`config.mk`:
```
export PLATFORM = sky130hd
export DESIGN_NAME = acr_reg_bank
export DESIGN_NICKNAME = d
export VERILOG_FILES = /design/src/verilog/acr_pkg.sv /design/src/verilog/acr_reg_bank.sv
export SDC_FILE = /design/constraint.sdc
export NUM_CORES = 1
export LEC_CHECK = 0
export BUFFER_PORTS_ARGS = -buffer_cell sky130_fd_sc_hd__buf_4
export CORE_MARGIN = 3
export CORE_UTILIZATION = 57
export CTS_CLUSTER_SIZE = 24
export DETAILED_ROUTE_END_ITERATION = 8
export PLACE_DENSITY = 0.82
export SYNTH_ARGS = -nofsm -noshare
export SYNTH_HDL_FRONTEND = slang
export SYNTH_SLANG_ARGS = --single-unit
```
`constraint.sdc`:
```
create_clock -name sys_clk_i -period 2.4 [get_ports sys_clk_i]
set_input_delay 0.12 -clock sys_clk_i [delete_from_list [all_inputs] [get_ports sys_clk_i]]
set_output_delay 0.12 -clock sys_clk_i [all_outputs]
set_load 0.1 [all_outputs]
```
`src/verilog/acr_pkg.sv`:
```
// Constants, register layout and carrier types of the accelerometer register bank.
`default_nettype none
package acr_pkg;

	// Register offsets.
	localparam logic [7:0] ADDR_PIN2_FEATURE_MAP     = 8'h57;
	localparam logic [7:0] ADDR_DATA_IRQ_ROUTING     = 8'h58;
	localparam logic [7:0] ADDR_INIT_COMMAND         = 8'h59;
	localparam logic [7:0] ADDR_FEATURE_CONFIG_PORT  = 8'h5e;
	localparam logic [7:0] ADDR_INTERNAL_FAULT_FLAGS = 8'h5f;
	localparam logic [7:0] ADDR_NVM_WRITE_CONTROL    = 8'h6a;
	localparam logic [7:0] ADDR_SERIAL_PORT_CONFIG   = 8'h6b;
	localparam logic [7:0] ADDR_ACCEL_SELFTEST_CTRL  = 8'h6d;
	localparam logic [7:0] ADDR_NONVOLATILE_OPTIONS  = 8'h70;
	localparam logic [7:0] ADDR_OFFSET_X             = 8'h71;
	localparam logic [7:0] ADDR_OFFSET_Y             = 8'h72;
	localparam logic [7:0] ADDR_OFFSET_Z             = 8'h73;
	localparam logic [7:0] ADDR_COMMAND              = 8'h7e;

	// Writable bit masks; every other bit is reserved and reads zero.
	localparam logic [7:0] MASK_FULL     = 8'hff;
	localparam logic [7:0] MASK_ROUTING  = 8'h77;
	localparam logic [7:0] MASK_NVM_CTL  = 8'h02;
	localparam logic [7:0] MASK_SERIAL   = 8'h11;
	localparam logic [7:0] MASK_SELFTEST = 8'h0d;
	localparam logic [7:0] MASK_NV_OPTS  = 8'h0f;

	// Reset values.
	localparam logic [7:0] RST_ZERO = 8'h00;
	localparam logic [7:0] RST_INIT = 8'h90;

	// Field positions.
	localparam int ROUTE_A_FULL  = 0;
	localparam int ROUTE_A_WM    = 1;
	localparam int ROUTE_A_DRDY  = 2;
	localparam int ROUTE_B_FULL  = 4;
	localparam int ROUTE_B_WM    = 5;
	localparam int ROUTE_B_DRDY  = 6;
	localparam int FAULT_SLOW    = 1;
	localparam int FAULT_FATAL   = 2;
	localparam int NVM_ALLOW     = 1;
	localparam int THREE_WIRE    = 0;
	localparam int AUX_MAG       = 4;
	localparam int ST_EN         = 0;
	localparam int ST_SIGN       = 2;
	localparam int ST_AMP        = 3;
	localparam int NV_SPI_EN     = 0;
	localparam int NV_WDT_LONG   = 1;
	localparam int NV_WDT_EN     = 2;
	localparam int NV_OFFSET_ADD = 3;

	// Command and init codes.
	localparam logic [7:0] INIT_LOAD_CONFIG = 8'h00;
	localparam logic [7:0] INIT_START       = 8'h01;
	localparam logic [7:0] CMD_NVM_STORE    = 8'ha0;
	localparam logic [7:0] CMD_SOFT_RESET   = 8'hb6;

	// Watchdog timing; the short timeout is given in tens of microseconds.
	localparam int CLK_PERIOD_PS   = 4000;
	localparam int WDT_SHORT_US100 = 125;
	localparam int WDT_LONG_MS     = 40;
	localparam int WDT_SHORT_CYC   = (WDT_SHORT_US100 * 10000000) / CLK_PERIOD_PS;
	localparam int WDT_LONG_CYC    = (WDT_LONG_MS * 1000000) / (CLK_PERIOD_PS / 1000);
	localparam int WDT_CNT_W       = 24;
	localparam int NVM_BYTES       = 4;

	typedef struct packed {
		logic [7:0] feat_map;
		logic [7:0] route;
		logic [7:0] init;
		logic [7:0] feat_cfg;
		logic [7:0] faults;
		logic [7:0] nvm_ctl;
		logic [7:0] serial;
		logic [7:0] selftest;
		logic [7:0] nv_opts;
		logic [7:0] off_x;
		logic [7:0] off_y;
		logic [7:0] off_z;
	} acr_regs_t;

	typedef struct packed {
		logic       three_wire;
		logic       aux_mag_mode;
		logic       selftest_en;
		logic       selftest_positive;
		logic       selftest_high_amp;
		logic       spi_select;
		logic       i2c_enable;
		logic       offset_add_en;
		logic       config_load_mode;
		logic       features_enable;
		logic       processing_halt;
		logic       nvm_write_allow;
		logic [7:0] feat_cfg;
		logic [7:0] feat_map;
		logic [7:0] off_x;
		logic [7:0] off_y;
		logic [7:0] off_z;
	} acr_cfg_t;

endpackage
`default_nettype wire

```
`src/verilog/acr_reg_bank.sv`:
```
// Configuration and status register bank with interrupt routing and bus watchdog.
//
// Design decision made here: the address-and-strobe port.
`timescale 1ns/1ps
`default_nettype none
module acr_reg_bank
	import acr_pkg::*;
#(
	parameter int WDT_SHORT_CYCLES = WDT_SHORT_CYC,
	parameter int WDT_LONG_CYCLES  = WDT_LONG_CYC
)
(
	// Clock and reset.
	input  wire logic       sys_clk_i,
	input  wire logic       nrst_i,
	// Register port.
	input  wire logic [7:0] reg_addr_i,
	input  wire logic [7:0] reg_wdata_i,
	input  wire logic       reg_wr_i,
	input  wire logic       reg_rd_i,
	output var  logic [7:0] reg_rdata_o,
	// Internal events and status from the sensor core.
	input  wire logic       fifo_full_i,
	input  wire logic       fifo_watermark_i,
	input  wire logic       data_ready_i,
	input  wire logic       slow_fault_i,
	input  wire logic       fatal_fault_i,
	input  wire logic       config_loaded_i,
	input  wire logic       autoconfig_mode_i,
	// Serial bus pins, sampled for the watchdog.
	input  wire logic       scl_i,
	input  wire logic       sda_i,
	// Interrupt pins.
	output var  logic       irq_pin_a_o,
	output var  logic       irq_pin_b_o,
	// Configuration to the rest of the device.
	output var  acr_cfg_t   cfg_o,
	output var  logic       nvm_store_o,
	output var  logic       wdt_timeout_o
);

	////////////////////////////////////////////////////////////////////////
	// Decoding helpers.

	// Writable bits of each address; zero marks an unmapped or read-only
	// location, so reserved bits can never be written.
	function automatic logic [7:0] write_mask(input logic [7:0] addr);
		logic [7:0] m;
		m = 8'h00;
		unique case (addr)
			ADDR_PIN2_FEATURE_MAP:    m = MASK_FULL;
			ADDR_DATA_IRQ_ROUTING:    m = MASK_ROUTING;
			ADDR_INIT_COMMAND:        m = MASK_FULL;
			ADDR_FEATURE_CONFIG_PORT: m = MASK_FULL;
			ADDR_NVM_WRITE_CONTROL:   m = MASK_NVM_CTL;
			ADDR_SERIAL_PORT_CONFIG:  m = MASK_SERIAL;
			ADDR_ACCEL_SELFTEST_CTRL: m = MASK_SELFTEST;
			ADDR_NONVOLATILE_OPTIONS: m = MASK_NV_OPTS;
			ADDR_OFFSET_X:            m = MASK_FULL;
			ADDR_OFFSET_Y:            m = MASK_FULL;
			ADDR_OFFSET_Z:            m = MASK_FULL;
			default:                  m = 8'h00;
		endcase
		return m;
	endfunction

	// Merge new data into an old value under the write mask of addr.
	function automatic logic [7:0] merge(input logic [7:0] old_v,
	                                     input logic [7:0] data,
	                                     input logic [7:0] addr);
		logic [7:0] m;
		m = write_mask(addr);
		return (old_v & ~m) | (data & m);
	endfunction

	// Read value; the command register and unmapped addresses read zero.
	function automatic logic [7:0] read_reg(input acr_regs_t r,
	                                        input logic [7:0] addr);
		logic [7:0] v;
		v = 8'h00;
		unique case (addr)
			ADDR_PIN2_FEATURE_MAP:     v = r.feat_map;
			ADDR_DATA_IRQ_ROUTING:     v = r.route & MASK_ROUTING;
			ADDR_INIT_COMMAND:         v = r.init;
			ADDR_FEATURE_CONFIG_PORT:  v = r.feat_cfg;
			ADDR_INTERNAL_FAULT_FLAGS: v = r.faults;
			ADDR_NVM_WRITE_CONTROL:    v = r.nvm_ctl & MASK_NVM_CTL;
			ADDR_SERIAL_PORT_CONFIG:   v = r.serial & MASK_SERIAL;
			ADDR_ACCEL_SELFTEST_CTRL:  v = r.selftest & MASK_SELFTEST;
			ADDR_NONVOLATILE_OPTIONS:  v = r.nv_opts & MASK_NV_OPTS;
			ADDR_OFFSET_X:             v = r.off_x;
			ADDR_OFFSET_Y:             v = r.off_y;
			ADDR_OFFSET_Z:             v = r.off_z;
			default:                   v = 8'h00;
		endcase
		return v;
	endfunction

	////////////////////////////////////////////////////////////////////////
	// Register file and NVM image.

	localparam acr_regs_t REGS_RESET = '{
		feat_map: RST_ZERO, route: RST_ZERO, init: RST_INIT,
		feat_cfg: RST_ZERO, faults: RST_ZERO, nvm_ctl: RST_ZERO,
		serial: RST_ZERO, selftest: RST_ZERO, nv_opts: RST_ZERO,
		off_x: RST_ZERO, off_y: RST_ZERO, off_z: RST_ZERO
	};

	acr_regs_t  regs_q;
	acr_regs_t  regs_d;
	logic [7:0] nvm_q [NVM_BYTES];
	logic [7:0] nvm_d [NVM_BYTES];
	logic [7:0] rdata_q;
	logic [7:0] rdata_d;
	logic       store_q;
	logic       store_d;
	logic       cmd_wr;

	assign cmd_wr = reg_wr_i && (reg_addr_i == ADDR_COMMAND);

	always_comb
	begin
		regs_d  = regs_q;
		nvm_d   = nvm_q;
		store_d = 1'b0;
		rdata_d = 8'h00;
		if (reg_rd_i)
		begin
			rdata_d = read_reg(regs_q, reg_addr_i);
		end
		if (cmd_wr && reg_wdata_i == CMD_SOFT_RESET)
		begin
			// Defaults everywhere, but the backed fields come back from NVM.
			regs_d         = REGS_RESET;
			regs_d.nv_opts = nvm_q[0] & MASK_NV_OPTS;
			regs_d.off_x   = nvm_q[1];
			regs_d.off_y   = nvm_q[2];
			regs_d.off_z   = nvm_q[3];
		end
		else
		begin
			if (reg_wr_i)
			begin
				unique case (reg_addr_i)
					ADDR_PIN2_FEATURE_MAP:
						regs_d.feat_map = merge(regs_q.feat_map, reg_wdata_i,
						                        reg_addr_i);
					ADDR_DATA_IRQ_ROUTING:
						regs_d.route = merge(regs_q.route, reg_wdata_i,
						                     reg_addr_i);
					ADDR_INIT_COMMAND:
						regs_d.init = reg_wdata_i;
					ADDR_FEATURE_CONFIG_PORT:
						regs_d.feat_cfg = reg_wdata_i;
					ADDR_NVM_WRITE_CONTROL:
						regs_d.nvm_ctl = merge(regs_q.nvm_ctl, reg_wdata_i,
						                       reg_addr_i);
					ADDR_SERIAL_PORT_CONFIG:
						regs_d.serial = merge(regs_q.serial, reg_wdata_i,
						                      reg_addr_i);
					ADDR_ACCEL_SELFTEST_CTRL:
						regs_d.selftest = merge(regs_q.selftest, reg_wdata_i,
						                        reg_addr_i);
					ADDR_NONVOLATILE_OPTIONS:
						regs_d.nv_opts = merge(regs_q.nv_opts, reg_wdata_i,
						                       reg_addr_i);
					ADDR_OFFSET_X:
						regs_d.off_x = reg_wdata_i;
					ADDR_OFFSET_Y:
						regs_d.off_y = reg_wdata_i;
					ADDR_OFFSET_Z:
						regs_d.off_z = reg_wdata_i;
					default:
						regs_d = regs_q;
				endcase
			end
			// Faults are sticky; only the soft reset command or power-on reset clears them.
			if (slow_fault_i)
			begin
				regs_d.faults[FAULT_SLOW] = 1'b1;
			end
			if (fatal_fault_i)
			begin
				regs_d.faults[FAULT_FATAL] = 1'b1;
			end
			// Without the allow bit the NVM stays read-only and the store
			// command is silently dropped.
			if (cmd_wr && reg_wdata_i == CMD_NVM_STORE &&
			    regs_q.nvm_ctl[NVM_ALLOW])
			begin
				nvm_d[0] = regs_q.nv_opts & MASK_NV_OPTS;
				nvm_d[1] = regs_q.off_x;
				nvm_d[2] = regs_q.off_y;
				nvm_d[3] = regs_q.off_z;
				store_d  = 1'b1;
			end
		end
	end

	// The image stands in for the array; it only clears on power-on reset.
	always_ff @(posedge sys_clk_i)
	begin
		if (!nrst_i)
		begin
			regs_q  <= REGS_RESET;
			rdata_q <= 8'h00;
			store_q <= 1'b0;
			for (int i = 0; i < NVM_BYTES; i++)
			begin
				nvm_q[i] <= 8'h00;
			end
		end
		else
		begin
			regs_q  <= regs_d;
			rdata_q <= rdata_d;
			store_q <= store_d;
			nvm_q   <= nvm_d;
		end
	end

	////////////////////////////////////////////////////////////////////////
	// Pin synchronisers and SDA watchdog.

	logic [1:0]           scl_sync_q;
	logic [1:0]           sda_sync_q;
	logic                 scl_prev_q;
	logic [1:0]           scl_sync_d;
	logic [1:0]           sda_sync_d;
	logic                 scl_prev_d;
	logic [WDT_CNT_W-1:0] wdt_cnt_q;
	logic [WDT_CNT_W-1:0] wdt_cnt_d;
	logic [WDT_CNT_W-1:0] wdt_limit;
	logic                 wdt_fire_q;
	logic                 wdt_fire_d;
	logic                 wdt_active;

	// A stuck-low SDA with no SCL activity is what the watchdog frees.
	assign wdt_active = regs_q.nv_opts[NV_WDT_EN] &&
	                    !(autoconfig_mode_i && regs_q.nv_opts[NV_SPI_EN]);
	assign wdt_limit  = regs_q.nv_opts[NV_WDT_LONG] ?
	                    WDT_CNT_W'(WDT_LONG_CYCLES) :
	                    WDT_CNT_W'(WDT_SHORT_CYCLES);

	always_comb
	begin
		scl_sync_d = {scl_sync_q[0], scl_i};
		sda_sync_d = {sda_sync_q[0], sda_i};
		scl_prev_d = scl_sync_q[1];
		wdt_cnt_d  = wdt_cnt_q;
		wdt_fire_d = 1'b0;
		if (!wdt_active || sda_sync_q[1] || (scl_prev_q != scl_sync_q[1]))
		begin
			wdt_cnt_d = '0;
		end
		else if (wdt_cnt_q >= wdt_limit - 1'b1)
		begin
			wdt_cnt_d  = '0;
			wdt_fire_d = 1'b1;
		end
		else
		begin
			wdt_cnt_d = wdt_cnt_q + 1'b1;
		end
	end

	always_ff @(posedge sys_clk_i)
	begin
		if (!nrst_i)
		begin
			scl_sync_q <= 2'h3;
			sda_sync_q <= 2'h3;
			scl_prev_q <= 1'b1;
			wdt_cnt_q  <= '0;
			wdt_fire_q <= 1'b0;
		end
		else
		begin
			scl_sync_q <= scl_sync_d;
			sda_sync_q <= sda_sync_d;
			scl_prev_q <= scl_prev_d;
			wdt_cnt_q  <= wdt_cnt_d;
			wdt_fire_q <= wdt_fire_d;
		end
	end

	////////////////////////////////////////////////////////////////////////
	// Registered outputs.

	logic     irq_a_q;
	logic     irq_a_d;
	logic     irq_b_q;
	logic     irq_b_d;
	acr_cfg_t cfg_q;
	acr_cfg_t cfg_d;

	always_comb
	begin
		irq_a_d = (regs_q.route[ROUTE_A_FULL] && fifo_full_i) ||
		          (regs_q.route[ROUTE_A_WM]   && fifo_watermark_i) ||
		          (regs_q.route[ROUTE_A_DRDY] && data_ready_i);
		irq_b_d = (regs_q.route[ROUTE_B_FULL] && fifo_full_i) ||
		          (regs_q.route[ROUTE_B_WM]   && fifo_watermark_i) ||
		          (regs_q.route[ROUTE_B_DRDY] && data_ready_i);
		cfg_d.three_wire        = regs_q.serial[THREE_WIRE];
		cfg_d.aux_mag_mode      = regs_q.serial[AUX_MAG];
		cfg_d.selftest_en       = regs_q.selftest[ST_EN];
		cfg_d.selftest_positive = regs_q.selftest[ST_SIGN];
		cfg_d.selftest_high_amp = regs_q.selftest[ST_AMP];
		cfg_d.spi_select        = autoconfig_mode_i &&
		                          regs_q.nv_opts[NV_SPI_EN];
		cfg_d.i2c_enable        = !(autoconfig_mode_i &&
		                            regs_q.nv_opts[NV_SPI_EN]);
		cfg_d.offset_add_en     = regs_q.nv_opts[NV_OFFSET_ADD];
		cfg_d.config_load_mode  = regs_q.init == INIT_LOAD_CONFIG;
		cfg_d.features_enable   = (regs_q.init == INIT_START) &&
		                          config_loaded_i;
		cfg_d.processing_halt   = regs_q.faults[FAULT_SLOW] ||
		                          regs_q.faults[FAULT_FATAL];
		cfg_d.nvm_write_allow   = regs_q.nvm_ctl[NVM_ALLOW];
		cfg_d.feat_cfg          = regs_q.feat_cfg;
		cfg_d.feat_map          = regs_q.feat_map;
		cfg_d.off_x             = regs_q.off_x;
		cfg_d.off_y             = regs_q.off_y;
		cfg_d.off_z             = regs_q.off_z;
	end

	always_ff @(posedge sys_clk_i)
	begin
		if (!nrst_i)
		begin
			irq_a_q <= 1'b0;
			irq_b_q <= 1'b0;
			cfg_q   <= '0;
		end
		else
		begin
			irq_a_q <= irq_a_d;
			irq_b_q <= irq_b_d;
			cfg_q   <= cfg_d;
		end
	end

	assign irq_pin_a_o   = irq_a_q;
	assign irq_pin_b_o   = irq_b_q;
	assign cfg_o         = cfg_q;
	assign reg_rdata_o   = rdata_q;
	assign nvm_store_o   = store_q;
	assign wdt_timeout_o = wdt_fire_q;

endmodule
`default_nettype wire
```
# After elaboration in Yosys (flattened, before gate mapping)
# Cells that the tools add are included.
# totals
reg_bits	211
inputBits	29
output_inout_bits	64
# op_classes
addsub	2
order_cmp	1
n_eq_ne	17
mux	30
n_bitwise	26
n_reduce_logical	45
# ops
operator	n
8-bit 2-to-1 mux	21
8-bit by 7-bit == test with 1-bit output, second input constant	13
8-bit bitwise AND	12
8-bit one-hot mux with 12 select lines	1
28-bit 2-to-1 mux	2
8-bit NOT	6
8-bit OR	6
2-bit AND reduction	14
24-bit by 1-bit adder with 24-bit output, second input constant	1
24-bit >= comparator	1
24-bit 2-to-1 mux	1
24-bit by 1-bit subtractor with 24-bit output, second input constant	1
8-bit == test, second input constant	2
1-bit logical AND	13
2-bit nonzero test	5
8-bit by 1-bit == test with 1-bit output, second input constant	1
8-bit logical NOT	1
1-bit logical OR	7
1-bit 2-to-1 mux	4
4-bit 2-to-1 mux	1
2-bit OR reduction	2
3-bit OR reduction	1
1-bit logical NOT	2
1-bit NOT	2
1-bit inequality test	1

# Logic depth before layout (Yosys ltp)
# Gate-level depths: netlist of the first run.
# depth
ltp_word	10
mapped_depth	9

# Least setup slack after synthesis of the first run
# Ideal clock, no wire load.
# synth_timing
path_type	reg2reg
from	register regs_q[25] (netlist name)
to	register wdt_cnt_q[15]
setup_ns	0.117
t_arrival_ns	1.720
t_required_ns	2.283
path_slack_ns	0.563
path_stages_with_launch	9
period_less_slack_ns	1.837
cell_sequence	dfxtp_1 > inv_1 > ha_1 > nand4b_1 > nor4_1 > nand3_1 > nand3_1 > buf_2 > nor2_1
# synth_via
elab_chain_cells	4
# synth_rtl
element	line	rtl
start, declared	acr_reg_bank.sv:109	acr_regs_t regs_q;
start signal, assigned	acr_reg_bank.sv:215	regs_q <= regs_d;
24-bit 2-to-1 mux	acr_reg_bank.sv:241	assign wdt_limit = regs_q.nv_opts[NV_WDT_LONG] ?
24-bit by 1-bit subtractor with 24-bit output	acr_reg_bank.sv:256	else if (wdt_cnt_q >= wdt_limit - 1'b1)
24-bit >= comparator	acr_reg_bank.sv:256	
3-bit OR reduction (no source line)	--	
end signal, assigned	acr_reg_bank.sv:282	wdt_cnt_q <= wdt_cnt_d;
end, declared	acr_reg_bank.sv:231	logic [WDT_CNT_W-1:0] wdt_cnt_q;
# Every way passes these cells.
# A chain may end at the register's enable or synchronous reset.

# Worst setup path in the final report of the first run
# layout_timing
from	input port reg_wdata_i[6]
to	register regs_q, in the netlist cfg_d[15]
# layout_via
elab_chain_cells	4
word_cells_on_any_way	6
classes_between	eq/ne: 1; mux: 1; reduce/logical: 4
# layout_rtl
element	line	rtl
start, declared	acr_reg_bank.sv:18	input wire logic [7:0] reg_wdata_i,
8-bit == test (*)	acr_reg_bank.sv:131	if (cmd_wr && reg_wdata_i == CMD_SOFT_RESET)
1-bit logical AND (*)	acr_reg_bank.sv:131	
2-bit nonzero test (no source line)	--	
2-bit AND reduction (no source line)	--	
# Mark *: on every way between the ends. The rest lies on a longest branch, timed or not.

==> flow_summary.ini, run 1 <==
[global_route]
grtUsageMet1_pct = 37.77
use_met2_pct = 46.35
grt_max_degree = 53
grt_overflow = 0
gr-usage-all-layers_pct = 29.15
grt.busiest_layer = met2
grt_pass1_vias = 6128
antenna_found_initial = 0
use_met3_pct = 7.109
grt_pass1_wl_um = 33030

[pwr]
max-vdd-ir-drop_mv = 0.5510
p_leak_uw = 0.003472
clkPwrFrac_pct = 45.5
p_sw_share_pct = 21.70
p_comb_share_pct = 4.1
p_switching_uw = 1342
powerDensity_nw_per_um2 = 686.5
cellInternalPower_uw = 4840
pwr-share-seq_pct = 50.5

[floorplan]
die_w_um = 120.4
row_count = 41
die_area_um2 = 14500
io_pins = 93
start_util_pct = 58.66
core-area_um2 = 12720
die_y_um = 120.4

[outcome]
status = finished, final reports clean

[worst_setup_path]
crit_path_max_fanout = 14
critPathCaptureType = flip-flop
cp.required_ps = 2780
crit_type = input port to flip-flop
critPathArrivalTime_ps = 2680
setup.worst_path.start_class = input port

[routing]
ant_nets = 0
remaining_drc_errors = 0
avgRoutedWirePerCell_um = 19.51
via_count = 6381
drt_iter0_drc = 660
drt_first_pass_iters = 5
wirelength_um = 20640
vias_per_cell = 6.031

[clock_tree]
clock_latency_ps = 430
clock-root-buffer = clkbuf_16
postCtsResizedCells = 0
cts_buffer_depth = 2
cts_buffers = 17
path_clk_slew_ps = 70
h-tree-depth = 4
clkSinkCount = 187
tritoncts = done

[finish]
n_fill_cell = 975
regArea_um2 = 3744
final_area_um2 = 9005
multiInputGateArea_um2 = 3458
layout-drive-gt1-share_pct = 21.67
utilization_pct = 70.78
area_growth_syn_to_layout_pct = 20.65
diodes = 0
fin_nets = 915

[min_path]
hp-class = input port to flip-flop

[sta]
period_needed_ps = 2299
fin_crit_sh_pct = 95.80
slew_headroom_pct = 50.95
setup_viol = 0
fin_worst_skew_ps = 10.65
final.setup.tns_ps = 0
tightest_slew_ps = 735.0
hold_violations = 0
grt_setup_unrepaired = no
setup_ws_ps = 100.8
finalMaxSlewViolations = 0
fmax_mhz = 434.9

[synth]
async_reset_ff_share_pct = 0
ys_seq_elements = 187
ys_types = 69
ys.flop_type = dfxtp_1
syn_nets = 816
ys_seq_area_share_pct = 50.16
syn_area_um2 = 7463
syn_inst = 775
synth_edf_count = 0
avgSynthCellArea_um2 = 9.630
yosys_warnings = 0

[place]
port_buffers = 92
place_area_um2 = 8319
gp_routability_congestion = 0.9699
dp_hpwl_um = 14210
pre_cts_slack_ps = 252.1

[job]
max_cap_violations = 0
placed cells by master, fill, tap and decap left out, types with 3 or more instances in the layout:
master	instances
a21oi_1	51
a221oi_1	5
a222oi_1	5
a22oi_1	11
a31oi_1	7
and2_1	50
and3_1	3
buf_4	113
clkbuf_16	17
clkbuf_8	4
clkinv_2	3
dfxtp_1	187
dlygate4sd3_1	9
ha_1	12
inv_1	8
mux2_2	6
mux2i_1	24
nand2_1	94
nand2b_1	9
nand3_1	28
nand4_1	11
nor2_1	70
nor3_1	10
nor4_1	7
o211ai_1	4
o21a_1	12
o21ai_0	6
o221a_2	24
o22a_1	13
or2_2	3
xnor2_1	9
xor2_1	13
per-stage QoR:
step | total power [uW] | instances | hold WS, ps
2_1_floorplan | 3315 | 775 | 221.5
3_3_place_gp | 3420 | 1018 | 306.5
3_5_place_dp | 3423 | 1018 | 309.2
4_1_cts | 6195 | 1058 | 4.231
5_1_grt | 6347 | 1058 | 20.27
6_report | 6182 | 1058 | 26.27
path summary, 6_finish.rpt:
kind | slack, ps | start | endpoint | depth (start not counted)
worst max-delay path | 100 | reg_wdata_i[6] | cfg_d[15]$_SDFFE_PN0P_ | 8
worst min-delay path | 30 | reg_wdata_i[3] | regs_q[75]$_SDFFE_PP0P_ | 3
worst max register to register | 110 | regs_q[25]$_SDFFE_PN0P_ | wdt_cnt_q[23]$_SDFF_PP0_ | 8
worst min register to register | 410 | sda_sync_q[0]$_SDFF_PN1_ | sda_sync_q[1]$_SDFF_PN1_ | 1
synthesized netlist by cell type (6+ instances only):
cell | instances | area [um2]
dfxtp_1 | 187 | 3744
nand2_1 | 94 | 352.8
nor2_1 | 70 | 262.8
a21oi_1 | 51 | 255.2
and2_1 | 50 | 312.8
nand3_1 | 28 | 140.1
mux2i_1 | 24 | 240.2
o221a_2 | 24 | 270.3
clkbuf_1 | 21 | 78.83
o22a_1 | 13 | 113.9
xor2_1 | 13 | 113.9
ha_1 | 12 | 150.1
o21a_1 | 12 | 90.09
a22oi_1 | 11 | 82.58
nand4_1 | 11 | 68.82
buf_2 | 10 | 50.05
nor3_1 | 10 | 50.05
nand2b_1 | 9 | 56.30
xnor2_1 | 9 | 78.83
inv_1 | 8 | 30.03
a31oi_1 | 7 | 43.79
nor4_1 | 7 | 43.79
mux2_2 | 6 | 67.56
o21ai_0 | 6 | 30.03
cell families after synthesis:
logic type      synth area share [%]
fa+ha+maj                      2.012
flops                          50.16
xor+xnor                       2.582
buf+inv                        3.504
compound gates                 16.31
simple gates                   20.70
mux                            4.727
sequential cells by signal, indices dropped and copies added, names as in the netlist:
signal,flops
cfg_d,47
cfg_o,52
irq_pin_a_o,1
irq_pin_b_o,1
nvm_q,28
nvm_store_o,1
reg_rdata_o,8
regs_q,19
scl_prev_q,1
scl_sync_q,2
sda_sync_q,2
wdt_cnt_q,24
wdt_timeout_o,1
layer usage:
metal	wire length [um]	up-vias
li1	-	2952
met3	1826	61
met2	9836	338
met1	8302	3030
met4	678	0
met5	0	-
layout make-up:
class                   count  share of cell area (%)
inverters                   9                  0.3752
clock inverters             9                   1.237
well taps                 172                   2.390
multi-input cells         536                   38.40
clock buffers              22                   5.377
flip-flops and latches    187                   41.57
repair buffers            123                   10.64
critical path, cell delays in order:
cell           delay (ps)
dlygate4sd3_1         540
buf_4                 180
and4bb_1              300
nand4_1               150
or2_1                 510
buf_4                 330
a21oi_4               290
o221a_2               250
power by group through the flow:
| stage | registers, uW | logic, uW | clock network [uW] |
|---|---|---|---|
| finish | 3120 | 251 | 2810 |
| floorplan | 3210 | 105 | 0 |
| global route | 3120 | 263 | 2970 |
| detailed placement | 3190 | 233 | 0 |
| global placement | 3190 | 231 | 0 |
| CTS | 3120 | 244 | 2830 |
what timing repair did:
action	4_1_cts	5_1_grt
hold endpoints to repair	10	0
hold buffers	9	0
setup buffers	0	0
Power figures use the tool's default switching activity.
==> inputs of run 2 (changes only) <==
clock period = 2.6 ns   (was 2.4 ns; I/O delays follow)
==> run 2 against run 1 <==
  * Wire length fell by 2.0%
  * Combinational power fell by 11%
  * Sequential power shrank 7.7%
  * First-iteration DRC count is 8.9% higher
  * Critical path depth is the same
  * Critical path type is now flip-flop to flip-flop
  * Power down 7.2%
  * Sequential share of layout area grew 0.19 points
  * Via count rose by 0.53%
  * Global-route usage decreased by 0.82 points
  * Sequential cell count unchanged
  * Worst setup slack better by 160 ps
  * Non-clock buffer count decreased by 5
==> flow_summary.ini, run 2 (synthesis results as in run 1) <==
[outcome]
status = finished, final reports clean

[worst_setup_path]
cp-startpoint = regs_q[25]$_SDFFE_PN0P_
r2r_slack_ps = 260
cp_cell_sequence = inv_1 -> ha_1 -> nand4b_1 -> nor4_1 -> nand3_1 -> nand3_1 -> buf_4 -> nor2_1
timing.reg2reg.worst_path_depth = 8
critPathArrivalTime_ps = 2660
slowest_stage = dfxtp_1
cp-endpoint = wdt_cnt_q[12]$_SDFF_PP0_
critPathCaptureType = flip-flop
worstReg2RegStart = regs_q[25]$_SDFFE_PN0P_
crit_top_cell = nand3_1
crit_path_max_fanout = 17
crit_type = flip-flop to flip-flop
setup.worst_path.start_class = flip-flop
cp.required_ps = 2920
r2r-end = wdt_cnt_q[12]$_SDFF_PP0_
cpPeakStageDelay_ps = 440

[global_route]
grt_max_degree = 82
grt_overflow = 0
gr-usage-all-layers_pct = 28.33
antenna_found_initial = 0
grt_pass1_wl_um = 32370
grt_pass1_vias = 6167

[finish]
fin_cells = 1054
mostFrequentLayoutCells = 187 x dfxtp_1, 107 x buf_4, 94 x nand2_1
fin_nets = 910
area_growth_syn_to_layout_pct = 20.12
layout-drive-gt1-share_pct = 20.86
largest_reg_flops = 52
diodes = 0
final_common_cell = dfxtp_1

[clock_tree]
path_clk_slew_ps = 70
cts_buffer_depth = 2
cts_buffers = 17
clock_latency_ps = 430
cts_setup_buffers = 0
h-tree-depth = 4
tritoncts = done
clkSinkCount = 187
clock-root-buffer = clkbuf_16

[pwr]
powerDensity_nw_per_um2 = 639.8
finalPower_uw = 5736
p_leak_uw = 0.003429
max-vdd-ir-drop_mv = 0.3809

[place]
gp_routability_congestion = 0.9494
numPlacedInstances = 1011
dp_hpwl_um = 13890
port_buffers = 92

[floorplan]
die_y_um = 120.4
die_area_um2 = 14500
start_util_pct = 58.66
core-area_um2 = 12720
row_count = 41
die_w_um = 120.4
io_pins = 93

[sta]
hold_violations = 0
tightest_slew_ps = 863.5
fmax_mhz = 427.0
setup_viol = 0
fin_worst_skew_ps = 5.725
fin_crit_sh_pct = 90.08
final.setup.tns_ps = 0
grt_setup_unrepaired = no
period_needed_ps = 2342
finalMaxSlewViolations = 0
slew_headroom_pct = 42.37

[routing]
ant_nets = 0
remaining_drc_errors = 0
routed.top_layer = met4
met2_length_um = 9442
avgRoutedWirePerCell_um = 19.19
drt_iter0_drc = 719
wl_met1_um = 8567
drt_first_pass_iters = 6
wl_met3_um = 1571
wirelength_um = 20220
vias_per_cell = 6.086
via_count = 6415

[min_path]
hp-class = input port to flip-flop
hp-start = reg_wdata_i[3]
hold_path_depth = 3

[job]
max_cap_violations = 0
[run 2: cell count changes in the layout (fill, tap and decap cells not counted), moves of 2 or more]
cell	before	now
buf_4	113	107
clkbuf_1	1	3
clkbuf_8	4	0
clkinv_2	3	1
clkinvlp_4	1	3
dlygate4sd3_1	9	11
[run 2: through the flow]
step | setup WS (ps) | hold WS (ps) | util [%] | instance area [um2]
2_1_floorplan | 763.3 | 231.5 | - | 7463
3_3_place_gp | 506.1 | 315.2 | 64.88 | 8254
3_5_place_dp | 481.6 | 324.1 | 64.88 | 8254
4_1_cts | 341.4 | 7.964 | 70.47 | 8965
5_1_grt | 117.9 | 25.23 | 70.47 | 8965
6_report | 258.0 | 27.20 | 70.47 | 8965
[run 2: repair_timing]
action | in CTS | in global routing
hold buffers | 11 | 0
endpoints found under the hold margin | 10 | 0
gates resized for setup | 0 | 0
[run 2: final cells by class]
class / count / area [um2]
clock inverters: 12 / 163.9
repair buffers: 118 / 913.4
clock buffers: 20 / 436.7
multi-input cells: 536 / 3458
inverters: 9 / 33.78
fillers: 988 / 3757
well taps: 172 / 215.2
flip-flops and latches: 187 / 3744
[run 2: routing by layer]
layer | track usage [%] | vias up
li1 | - | 2951
met1 | 38.22 | 3067
met2 | 44.18 | 337
met3 | 5.659 | 60
met4 | 12.75 | 0
met5 | 0 | -
[run 2: worst min-delay path by stage]
stage / to / slack [ps]
after detailed placement: sda_sync_q[0]$_SDFF_PN1_ / 320
after floorplan: scl_sync_q[0]$_SDFF_PN1_ / 230
final: regs_q[75]$_SDFFE_PP0P_ / 30
after CTS: regs_q[75]$_SDFFE_PP0P_ / 8
after global placement: sda_sync_q[0]$_SDFF_PN1_ / 320
after global routing: regs_q[86]$_SDFFE_PP0P_ / 30
[run 2: critical path: cells and delay by family (launching register included)]
family,cells,cell delay (ps)
adders and majority gates,1,370
buffers and inverters,2,460
DFF,1,440
and+or+nand+nor,5,960
[run 2: report_power, final]
part / internal, uW / switching, uW / leakage [uW] / total (uW)
clock: 1530 / 1110 / 0.000283 / 2630
combinational: 70.7 / 153 / 0.00164 / 224
sequential: 2870 / 5.61 / 0.00151 / 2880
